**src/design/cmp_ctrl_pkg.sv**
```systemverilog
// constants and register map of the dual comparator control block
// Notes on behaviour
// - power bit 7 runs comparator, clear turns off
// - route bit 6 puts result on pin
// - port direction keeps output enable; crossed pins
// - result high when positive exceeds negative input
// - edge field 11 flags every change
// - 01 flags rising, 10 flags falling edges
// - bit 2 picks ladder or first pin
// - bits 1-0 pick negative source
// - status holds both results, upper bits zero
// - sticky flags, software write one sets
// - request needs all three enables set
// - selecting event mode sets flag automatically
// - unavailable channels absent on reduced variants
// - keeps running asleep, interrupt wakes device
// - reset returns control registers to reset
package cmp_ctrl_pkg;
   localparam logic [7:0] OFS_CTRL1 = 8'h00;
   localparam logic [7:0] OFS_CTRL2 = 8'h04;
   localparam logic [7:0] OFS_STATUS = 8'h08;
   localparam logic [7:0] OFS_FLAGS = 8'h0C;
   localparam logic [7:0] OFS_ENABLES = 8'h10;
   localparam logic [7:0] OFS_INTCTL = 8'h14;
   localparam int BIT_POWER = 7;
   localparam int BIT_ROUTE = 6;
   localparam int BIT_INVERT = 5;
   localparam int BIT_EDGE_HI = 4;
   localparam int BIT_EDGE_LO = 3;
   localparam int BIT_POS_SEL = 2;
   localparam int BIT_NEG_HI = 1;
   localparam int BIT_NEG_LO = 0;
   localparam int BIT_FLAG1 = 5;
   localparam int BIT_FLAG2 = 6;
   localparam int BIT_PERIPH_EN = 6;
   localparam int BIT_GLOBAL_EN = 7;
   localparam logic [7:0] CTRL_RESET = 8'h1F;
   localparam logic [1:0] EDGE_NONE = 2'h0;
   localparam logic [1:0] EDGE_RISE = 2'h1;
   localparam logic [1:0] EDGE_FALL = 2'h2;
   localparam logic [1:0] EDGE_ANY = 2'h3;
   localparam logic [1:0] NEG_SECOND = 2'h0;
   localparam logic [1:0] NEG_THIRD = 2'h1;
   localparam logic [1:0] NEG_FOURTH = 2'h2;
   localparam logic [1:0] NEG_FIXED_REF = 2'h3;
endpackage : cmp_ctrl_pkg

```
**src/design/cmp_ctrl.sv**
```systemverilog
// dual analog comparator control and status logic with a wishbone slave
`timescale 1ns/1ps
module cmp_ctrl #(
   parameter bit FULL_PINS = 1'b1
) (
   // clock, reset, enable
   input wire logic clk_i,
   input wire logic rst_i,
   input wire logic ce_i,
   // wishbone slave
   input wire logic wb_cyc_i,
   input wire logic wb_stb_i,
   input wire logic wb_we_i,
   input wire logic [7:0] wb_adr_i,
   input wire logic [3:0] wb_sel_i,
   input wire logic [31:0] wb_dat_i,
   output logic [31:0] wb_dat_o,
   output logic wb_ack_o,
   // analog side
   input wire logic [1:0] cmp_raw_i,
   output logic [1:0] cmp_power_o,
   output logic [1:0] pos_source_select_o,
   output logic [3:0] negative_channel_select_o,
   // result output pins, index 0 first pin
   input wire logic [1:0] port_latch_i,
   input wire logic [1:0] port_direction_bits_i,
   output logic [1:0] result_output_pin_o,
   output logic [1:0] result_output_pin_oe_o,
   // power state and interrupt
   input wire logic sleep_i,
   output logic irq_o,
   output logic wake_o
);

   // availability of a negative channel code per comparator
   function automatic logic chan_ok(input logic idx, input logic [1:0] code);
      logic ok;
      ok = 1'b1;
      if (code == cmp_ctrl_pkg::NEG_THIRD) begin
         ok = FULL_PINS;
      end
      if (code == cmp_ctrl_pkg::NEG_FOURTH) begin
         ok = FULL_PINS && idx;
      end
      return ok;
   endfunction : chan_ok

   // event hit for an edge mode
   function automatic logic edge_hit(input logic [1:0] mode, input logic now,
                                     input logic prev);
      logic hit;
      hit = 1'b0;
      case (mode)
         cmp_ctrl_pkg::EDGE_RISE: hit = now && !prev;
         cmp_ctrl_pkg::EDGE_FALL: hit = !now && prev;
         cmp_ctrl_pkg::EDGE_ANY: hit = now != prev;
         default: hit = 1'b0;
      endcase
      return hit;
   endfunction : edge_hit

   logic [7:0] ctrl_q [2];
   logic [1:0] flag_q;
   logic [1:0] irq_en_q;
   logic periph_en_q;
   logic global_en_q;
   logic [1:0] sync1_q;
   logic [1:0] sync2_q;
   logic [1:0] adj_prev_q;
   logic [1:0] adj;
   logic [1:0] hw_set;
   logic [1:0] auto_set;
   logic ack_q;
   logic [31:0] rdata_q;
   logic req;
   logic wr;
   logic wr_ctrl1;
   logic wr_ctrl2;
   logic wr_flags;
   logic wr_enables;
   logic wr_intctl;
   logic [31:0] rdata_d;
   logic [1:0] req_pend;

   // bus decode
   assign req = wb_cyc_i && wb_stb_i && !ack_q;
   assign wr = req && wb_we_i && wb_sel_i[0];
   assign wr_ctrl1 = wr && wb_adr_i == cmp_ctrl_pkg::OFS_CTRL1;
   assign wr_ctrl2 = wr && wb_adr_i == cmp_ctrl_pkg::OFS_CTRL2;
   assign wr_flags = wr && wb_adr_i == cmp_ctrl_pkg::OFS_FLAGS;
   assign wr_enables = wr && wb_adr_i == cmp_ctrl_pkg::OFS_ENABLES;
   assign wr_intctl = wr && wb_adr_i == cmp_ctrl_pkg::OFS_INTCTL;

   // control registers, unavailable channel codes keep the old field
   always_ff @(posedge clk_i) begin
      if (rst_i) begin
         ctrl_q[0] <= cmp_ctrl_pkg::CTRL_RESET;
         ctrl_q[1] <= cmp_ctrl_pkg::CTRL_RESET;
      end else if (ce_i) begin
         if (wr_ctrl1) begin
            ctrl_q[0][7:2] <= wb_dat_i[7:2];
            if (chan_ok(1'b0, wb_dat_i[1:0])) begin
               ctrl_q[0][1:0] <= wb_dat_i[1:0];
            end
         end
         if (wr_ctrl2) begin
            ctrl_q[1][7:2] <= wb_dat_i[7:2];
            if (chan_ok(1'b1, wb_dat_i[1:0])) begin
               ctrl_q[1][1:0] <= wb_dat_i[1:0];
            end
         end
      end
   end

   // enable registers
   always_ff @(posedge clk_i) begin
      if (rst_i) begin
         irq_en_q <= 2'h0;
         periph_en_q <= 1'b0;
         global_en_q <= 1'b0;
      end else if (ce_i) begin
         if (wr_enables) begin
            irq_en_q <= {wb_dat_i[cmp_ctrl_pkg::BIT_FLAG2], wb_dat_i[cmp_ctrl_pkg::BIT_FLAG1]};
         end
         if (wr_intctl) begin
            periph_en_q <= wb_dat_i[cmp_ctrl_pkg::BIT_PERIPH_EN];
            global_en_q <= wb_dat_i[cmp_ctrl_pkg::BIT_GLOBAL_EN];
         end
      end
   end

   // two-flop synchroniser and previous adjusted value
   always_ff @(posedge clk_i) begin
      if (rst_i) begin
         sync1_q <= 2'h0;
         sync2_q <= 2'h0;
         adj_prev_q <= 2'h0;
      end else if (ce_i) begin
         sync1_q <= cmp_raw_i;
         sync2_q <= sync1_q;
         adj_prev_q <= adj;
      end
   end

   // polarity-adjusted result; an unpowered comparator reads low before inversion
   always_comb begin
      for (int i = 0; i < 2; i++) begin
         adj[i] = (sync2_q[i] && ctrl_q[i][cmp_ctrl_pkg::BIT_POWER])
                  ^ ctrl_q[i][cmp_ctrl_pkg::BIT_INVERT];
      end
   end

   // event detection, also while asleep
   always_comb begin
      for (int i = 0; i < 2; i++) begin
         hw_set[i] = edge_hit(ctrl_q[i][4:3], adj[i], adj_prev_q[i]);
      end
   end

   // selecting an event mode sets the flag
   assign auto_set[0] = wr_ctrl1 && wb_dat_i[4:3] != cmp_ctrl_pkg::EDGE_NONE;
   assign auto_set[1] = wr_ctrl2 && wb_dat_i[4:3] != cmp_ctrl_pkg::EDGE_NONE;

   // sticky flags, any set beats a software clear
   always_ff @(posedge clk_i) begin
      if (rst_i) begin
         flag_q <= 2'h0;
      end else if (ce_i) begin
         if (wr_flags) begin
            flag_q <= {wb_dat_i[cmp_ctrl_pkg::BIT_FLAG2], wb_dat_i[cmp_ctrl_pkg::BIT_FLAG1]}
                      | hw_set | auto_set;
         end else begin
            flag_q <= flag_q | hw_set | auto_set;
         end
      end
   end

   // interrupt request and wake
   always_ff @(posedge clk_i) begin
      if (rst_i) begin
         irq_o <= 1'b0;
         wake_o <= 1'b0;
      end else if (ce_i) begin
         irq_o <= |(flag_q & irq_en_q) && periph_en_q && global_en_q;
         wake_o <= sleep_i && |(flag_q & irq_en_q) && periph_en_q;
      end
   end

   // read mux
   always_comb begin
      rdata_d = 32'h0000_0000;
      case (wb_adr_i)
         cmp_ctrl_pkg::OFS_CTRL1: rdata_d[7:0] = ctrl_q[0];
         cmp_ctrl_pkg::OFS_CTRL2: rdata_d[7:0] = ctrl_q[1];
         cmp_ctrl_pkg::OFS_STATUS: rdata_d[1:0] = adj;
         cmp_ctrl_pkg::OFS_FLAGS: begin
            rdata_d[cmp_ctrl_pkg::BIT_FLAG1] = flag_q[0];
            rdata_d[cmp_ctrl_pkg::BIT_FLAG2] = flag_q[1];
         end
         cmp_ctrl_pkg::OFS_ENABLES: begin
            rdata_d[cmp_ctrl_pkg::BIT_FLAG1] = irq_en_q[0];
            rdata_d[cmp_ctrl_pkg::BIT_FLAG2] = irq_en_q[1];
         end
         cmp_ctrl_pkg::OFS_INTCTL: begin
            rdata_d[cmp_ctrl_pkg::BIT_PERIPH_EN] = periph_en_q;
            rdata_d[cmp_ctrl_pkg::BIT_GLOBAL_EN] = global_en_q;
         end
         default: rdata_d = 32'h0000_0000;
      endcase
   end

   // one-cycle ack, read data registered with it
   always_ff @(posedge clk_i) begin
      if (rst_i) begin
         ack_q <= 1'b0;
         rdata_q <= 32'h0000_0000;
      end else if (ce_i) begin
         ack_q <= req;
         if (req) begin
            rdata_q <= rdata_d;
         end
      end
   end

   assign wb_ack_o = ack_q;
   assign wb_dat_o = rdata_q;

   // analog routing
   always_comb begin
      for (int i = 0; i < 2; i++) begin
         cmp_power_o[i] = ctrl_q[i][cmp_ctrl_pkg::BIT_POWER];
         pos_source_select_o[i] = ctrl_q[i][cmp_ctrl_pkg::BIT_POS_SEL];
      end
      negative_channel_select_o = {ctrl_q[1][1:0], ctrl_q[0][1:0]};
   end

   // pins: comparator 1 on the second pin, comparator 2 on the first
   always_comb begin
      req_pend[1] = ctrl_q[0][cmp_ctrl_pkg::BIT_ROUTE];
      req_pend[0] = ctrl_q[1][cmp_ctrl_pkg::BIT_ROUTE];
      result_output_pin_o[1] = req_pend[1] ? adj[0] : port_latch_i[1];
      result_output_pin_o[0] = req_pend[0] ? adj[1] : port_latch_i[0];
      result_output_pin_oe_o = port_direction_bits_i;
   end

   chk_status_upper: assert property (
      @(posedge clk_i) disable iff (rst_i)
      ce_i && req && wb_adr_i == cmp_ctrl_pkg::OFS_STATUS
      |=> wb_ack_o && wb_dat_o[31:2] == 30'h0 && wb_dat_o[1:0] == $past(adj))
      else $error("status read data wrong");

   chk_sync_delay: assert property (
      @(posedge clk_i) disable iff (rst_i)
      !rst_i && ce_i ##1 ce_i |=> sync2_q == $past(cmp_raw_i, 2))
      else $error("synchroniser delay wrong");

   chk_rise_flag: assert property (
      @(posedge clk_i) disable iff (rst_i)
      ce_i && ctrl_q[0][4:3] == cmp_ctrl_pkg::EDGE_RISE && adj[0] && !adj_prev_q[0]
      |=> flag_q[0])
      else $error("rising edge did not set flag");

   chk_fall_flag: assert property (
      @(posedge clk_i) disable iff (rst_i)
      ce_i && ctrl_q[1][4:3] == cmp_ctrl_pkg::EDGE_FALL && !adj[1] && adj_prev_q[1]
      |=> flag_q[1])
      else $error("falling edge did not set flag");

   chk_any_flag: assert property (
      @(posedge clk_i) disable iff (rst_i)
      ce_i && ctrl_q[0][4:3] == cmp_ctrl_pkg::EDGE_ANY && $changed(adj[0]) && !$past(rst_i)
      |=> flag_q[0])
      else $error("change did not set flag");

   chk_none_quiet: assert property (
      @(posedge clk_i) disable iff (rst_i)
      ce_i && ctrl_q[0][4:3] == cmp_ctrl_pkg::EDGE_NONE && !flag_q[0]
      && !wr_flags && !wr_ctrl1 |=> !flag_q[0])
      else $error("flag set with events off");

   chk_auto_flag: assert property (
      @(posedge clk_i) disable iff (rst_i)
      ce_i && wr_ctrl2 && wb_dat_i[4:3] != cmp_ctrl_pkg::EDGE_NONE |=> flag_q[1])
      else $error("mode select did not set flag");

   chk_irq_gate: assert property (
      @(posedge clk_i) disable iff (rst_i)
      irq_o |-> $past(global_en_q) && $past(periph_en_q) && $past(|(flag_q & irq_en_q)))
      else $error("request without all enables");

   chk_reset_ctrl: assert property (
      @(posedge clk_i)
      $past(rst_i) && !rst_i |-> ctrl_q[0] == cmp_ctrl_pkg::CTRL_RESET
      && ctrl_q[1] == cmp_ctrl_pkg::CTRL_RESET && cmp_power_o == 2'h0)
      else $error("control not reset");

   chk_off_result: assert property (
      @(posedge clk_i) disable iff (rst_i)
      !cmp_power_o[1] |-> adj[1] == ctrl_q[1][cmp_ctrl_pkg::BIT_INVERT])
      else $error("unpowered comparator result not idle");

   chk_pin_route: assert property (
      @(posedge clk_i) disable iff (rst_i)
      ctrl_q[0][cmp_ctrl_pkg::BIT_ROUTE] |-> result_output_pin_o[1] == adj[0])
      else $error("routed pin does not follow result");

   chk_pin2_route: assert property (
      @(posedge clk_i) disable iff (rst_i)
      ctrl_q[1][cmp_ctrl_pkg::BIT_ROUTE] |-> result_output_pin_o[0] == adj[1])
      else $error("first pin does not follow second result");

   chk_pin_latch: assert property (
      @(posedge clk_i) disable iff (rst_i)
      !ctrl_q[0][cmp_ctrl_pkg::BIT_ROUTE] |-> result_output_pin_o[1] == port_latch_i[1])
      else $error("unrouted pin does not show latch");

   chk_oe_follow: assert property (
      @(posedge clk_i) disable iff (rst_i)
      result_output_pin_oe_o == port_direction_bits_i)
      else $error("pin enable not taken from port direction");

   chk_flag_sticky: assert property (
      @(posedge clk_i) disable iff (rst_i)
      !rst_i && ce_i && flag_q[0] && !wr_flags |=> flag_q[0])
      else $error("flag cleared without software");

   chk_soft_set: assert property (
      @(posedge clk_i) disable iff (rst_i)
      !rst_i && ce_i && wr_flags && wb_dat_i[cmp_ctrl_pkg::BIT_FLAG2] |=> flag_q[1])
      else $error("software write did not set flag");

   chk_absent_chan: assert property (
      @(posedge clk_i) disable iff (rst_i)
      !rst_i && ce_i && wr_ctrl1 && wb_dat_i[1:0] == cmp_ctrl_pkg::NEG_FOURTH
      |=> ctrl_q[0][1:0] == $past(ctrl_q[0][1:0]))
      else $error("absent channel code was stored");

   chk_irq_raise: assert property (
      @(posedge clk_i) disable iff (rst_i)
      !rst_i && ce_i && global_en_q && periph_en_q && flag_q[0] && irq_en_q[0] |=> irq_o)
      else $error("enabled flag gave no request");

endmodule : cmp_ctrl

```
**config.mk**
```make
export PLATFORM = sky130hd
export DESIGN_NAME = cmp_ctrl
export DESIGN_NICKNAME = d
export VERILOG_FILES = /design/src/design/cmp_ctrl_pkg.sv /design/src/design/cmp_ctrl.sv
export SDC_FILE = /design/constraint.sdc
export NUM_CORES = 1
export LEC_CHECK = 0
export BUFFER_PORTS_ARGS = -buffer_cell sky130_fd_sc_hd__buf_4
export CAP_MARGIN = 20
export CORE_MARGIN = 10
export CORE_UTILIZATION = 45
export DETAILED_ROUTE_END_ITERATION = 8
export PLACE_DENSITY = 0.78
export SYNTH_ARGS = -nofsm -noshare
export SYNTH_HDL_FRONTEND = slang
export SYNTH_SLANG_ARGS = --single-unit
```
**constraint.sdc**
```tcl
create_clock -name clk_i -period 3.5 [get_ports clk_i]
set_input_delay 0.175 -clock clk_i [delete_from_list [all_inputs] [get_ports clk_i]]
set_output_delay 0.175 -clock clk_i [all_outputs]
set_load 0.05 [all_outputs]
```
==> flow_summary.toml <==
[clocking]
cts_post_setup_buffers_inserted = 0
tritoncts.num_buffers = 5
number_of_sinks_handled_by_clock_tree_synthesis = 39
clock_tree.htree_level_count = 2
clkTransAtPathRegs_ns = 0.07
root_buffer = "sky130_fd_sc_hd__clkbuf_8"
clock_tree.buffer_depth = 2
tritoncts = "built"
clk-insertion-delay-late_ns = 0.29
postCtsHoldBufs = 0
post_cts.resized_instances = 0

[grt]
grt_first_pass_wirelength_um = 7770
overflow = 0
track_usage_pct = 12.7
grt_antenna_before_repair = 0
grt_max_degree = 29
first_global_vias = 1619

[setup_path]
timing.setup.critical_path_class = "register to register"
regToRegStartpoint = "ctrl_q[1][7]$_DFFE_PP_"
worstPathMaxFanout = 5
timing.critical_path.from = "ctrl_q[1][7]$_DFFE_PP_"
cp-end-kind = "register"
critPathLaunchType = "register"
cp.arrival_ns = 2.42
critPathRequiredTime_ns = 3.67

[sta]
setup_tns_ns = 0
final_hold_viol_count = 0
post-route-period-util_pct = 64.4
finalCriticalPeriod_ns = 2.25
timing.max_slew.rel_slack_pct = 40.3
worst-slew-pin-transition_ns = 0.893
setup_viol = 0
report.final.slew_viol_count = 0
finClkSkew_ns = 0.00443
maxClockFrequency_mhz = 444
rsz0062_at_grt = "false"

[floorplanning]
number_of_cell_rows = 25
die_area_um2 = 8050
core-area_um2 = 4720
width_of_the_die_um = 89.7
io-pin-count = 104
floorplan.initialDensity_pct = 46.3
die_h_um = 89.7

[logic_synthesis]
yosys.cell_types.count = 44
dominantRegCellSynth = "sky130_fd_sc_hd__dfxtp_1"
area_of_the_mapped_netlist_um2 = 2190
yosys.cell_count.top_type = "sky130_fd_sc_hd__buf_4"
yosys_warnings = 0
synthesis.instances = 234
netlist.top_cell.by_area = "sky130_fd_sc_hd__edfxtp_1"
synth.top_cell.area_share_pct = 22.0
synth_sequential_area_ratio_pct = 43.0
synth.avg_cell_area_um2 = 9.34
synth_edf_count = 16
synth-seq-cells = 39
synthTopCellsByArea = "sky130_fd_sc_hd__edfxtp_1 (22%), sky130_fd_sc_hd__dfxtp_1 (21%), sky130_fd_sc_hd__buf_4 (12%)"
synth.cells.most_frequent = "sky130_fd_sc_hd__buf_4 (36), sky130_fd_sc_hd__nor2_1 (31), sky130_fd_sc_hd__dfxtp_1 (23), sky130_fd_sc_hd__edfxtp_1 (16), sky130_fd_sc_hd__nand2_1 (12)"
synth_async_sr_flop_share_pct = 0

[layout]
area_growth_syn_to_layout_pct = 15.0
finish.net_count = 329
n_fill_cell = 461
stdcell_area_um2 = 2510
num_antenna_cells = 0
final_layout_size_suffix_gt1_share_pct = 24.9

[placed_design]
placed_area_um2 = 2410
dpl.hpwl_um = 4010
port-buffer-count = 48
gpl.final_weighted_congestion = 0.809

[power]
vdd_drop_max_mv = 0.167
internal-power_w = 0.000741
power.clock.fraction_pct = 35.1
share_seq_of_total_power_pct = 47.8
static-leakage-power_nw = 1.03
netSwitchingPower_w = 0.000290
switching_share_pct = 28.2
share_comb_of_total_power_pct = 17.1
p_per_area_nw_per_um2 = 410

[hold_path]
timing.hold.worst.class = "primary input to register"
hold_start = "sleep_i"

[drt]
drc = 0
wire_per_inst_um = 15.3
num_vias = 1687
drt.antenna.violating_nets = 0
routed_via_density = 5.02
drt-initial-drc-count = 98
detailedRoute.firstPassIterationCount = 4
drt-total-wl_um = 5150

[run]
cap_violations = 0

[outcome]
status = "completed"
## layout by cell type, fill, tap and decap left out, types with 3 or more instances in the layout
master / instances
sky130_fd_sc_hd__nand2_1: 12
sky130_fd_sc_hd__conb_1: 24
sky130_fd_sc_hd__nand3_1: 4
sky130_fd_sc_hd__mux2_2: 4
sky130_fd_sc_hd__clkbuf_8: 5
sky130_fd_sc_hd__nor3_1: 8
sky130_fd_sc_hd__nor2b_1: 6
sky130_fd_sc_hd__or2_2: 5
sky130_fd_sc_hd__ha_1: 4
sky130_fd_sc_hd__nor2_1: 31
sky130_fd_sc_hd__edfxtp_1: 16
sky130_fd_sc_hd__a22oi_1: 6
sky130_fd_sc_hd__mux2i_1: 9
sky130_fd_sc_hd__buf_4: 48
sky130_fd_sc_hd__inv_1: 7
sky130_fd_sc_hd__o2111ai_1: 3
sky130_fd_sc_hd__a21oi_1: 9
sky130_fd_sc_hd__nor4_1: 3
sky130_fd_sc_hd__nand2b_1: 3
sky130_fd_sc_hd__o21ai_0: 6
sky130_fd_sc_hd__dfxtp_1: 23
## layout make-up
cell class	instances	area, um^2	share of cell area (%)
multi-input cells	167	995	39.6
flip-flops and latches	39	941	37.4
repair buffers	48	360	14.3
well taps	67	83.8	3.33
clock buffers	5	68.8	2.74
clock inverters	3	38.8	1.54
inverters	7	26.3	1.05
## logic make-up after synthesis
group | Yosys count | synth area share (%)
adders and majority gates | 4 | 2.29
xor gates and xnor gates | 2 | 0.802
muxes | 13 | 6.18
and+or+nand+nor | 88 | 21.1
AOI/OAI and AO/OA | 36 | 11.0
other | 1 | 0.172
buffers and inverters | 51 | 15.4
DFF | 39 | 43.0
## flip-flops by register name (all words and copies together) (netlist names)
signal and cells:
adj_prev_q 2, wake_o 1, sync2_q 2, global_en_q 1, wb_dat_o 8, ctrl_q 16, wb_ack_o 1, flag_q 2
periph_en_q 1, irq_o 1, sync1_q 2, irq_en_q 2
## critical path: stages (launching register included)
cell	delay, ns
sky130_fd_sc_hd__edfxtp_1	0.45
sky130_fd_sc_hd__nand2_1	0.12
sky130_fd_sc_hd__xor2_1	0.46
sky130_fd_sc_hd__inv_1	0.10
sky130_fd_sc_hd__ha_1	0.29
sky130_fd_sc_hd__nor2b_1	0.04
sky130_fd_sc_hd__o21ai_0	0.21
sky130_fd_sc_hd__o2111ai_1	0.17
sky130_fd_sc_hd__nor3_1	0.22
sky130_fd_sc_hd__nor4_1	0.07
## through the flow
stage               std cells  util [%]  hold WS, ns  total power (W)  worst slack (ns)
CTS                       336      53.2        0.110          0.00104              1.27
global route              336      53.2        0.128          0.00107              1.01
finish                    336      53.2        0.120          0.00103              1.25
floorplan                 257         -        0.314         0.000659              1.43
detailed placement        328      50.9        0.350         0.000678              1.29
global placement          328      50.9        0.350         0.000676              1.32
## power by group through the flow
stage               Combinational, W  Clock, W  Sequential [W]
CTS                         0.000176  0.000370        0.000493
global route                0.000188  0.000387        0.000494
finish                      0.000176  0.000362        0.000493
detailed placement          0.000175         0        0.000503
global placement            0.000173         0        0.000503
floorplan                   0.000151         0        0.000508
## per-layer routing
metal  part of all wire (%)  global-route usage, %  up-vias
met2                     49                   22.0       59
met4                    2.2                   6.65        0
met1                     39                   13.8      789
li1                       -                      -      832
met5                      0                      0        -
met3                    9.6                   3.43        7
## path summary, 6_finish.rpt
path | slack [ns] | endpoint | depth (start not counted)
worst max-delay path | 1.25 | flag_q[1]$_SDFFE_PP0P_ | 9
worst max register to register | 1.25 | flag_q[1]$_SDFFE_PP0P_ | 9
worst min-delay path | 0.12 | wake_o$_SDFFE_PP0P_ | 3
worst min register to register | 0.50 | wb_ack_o$_SDFFE_PP0P_ | 2
(Power assumes the default switching activity.)
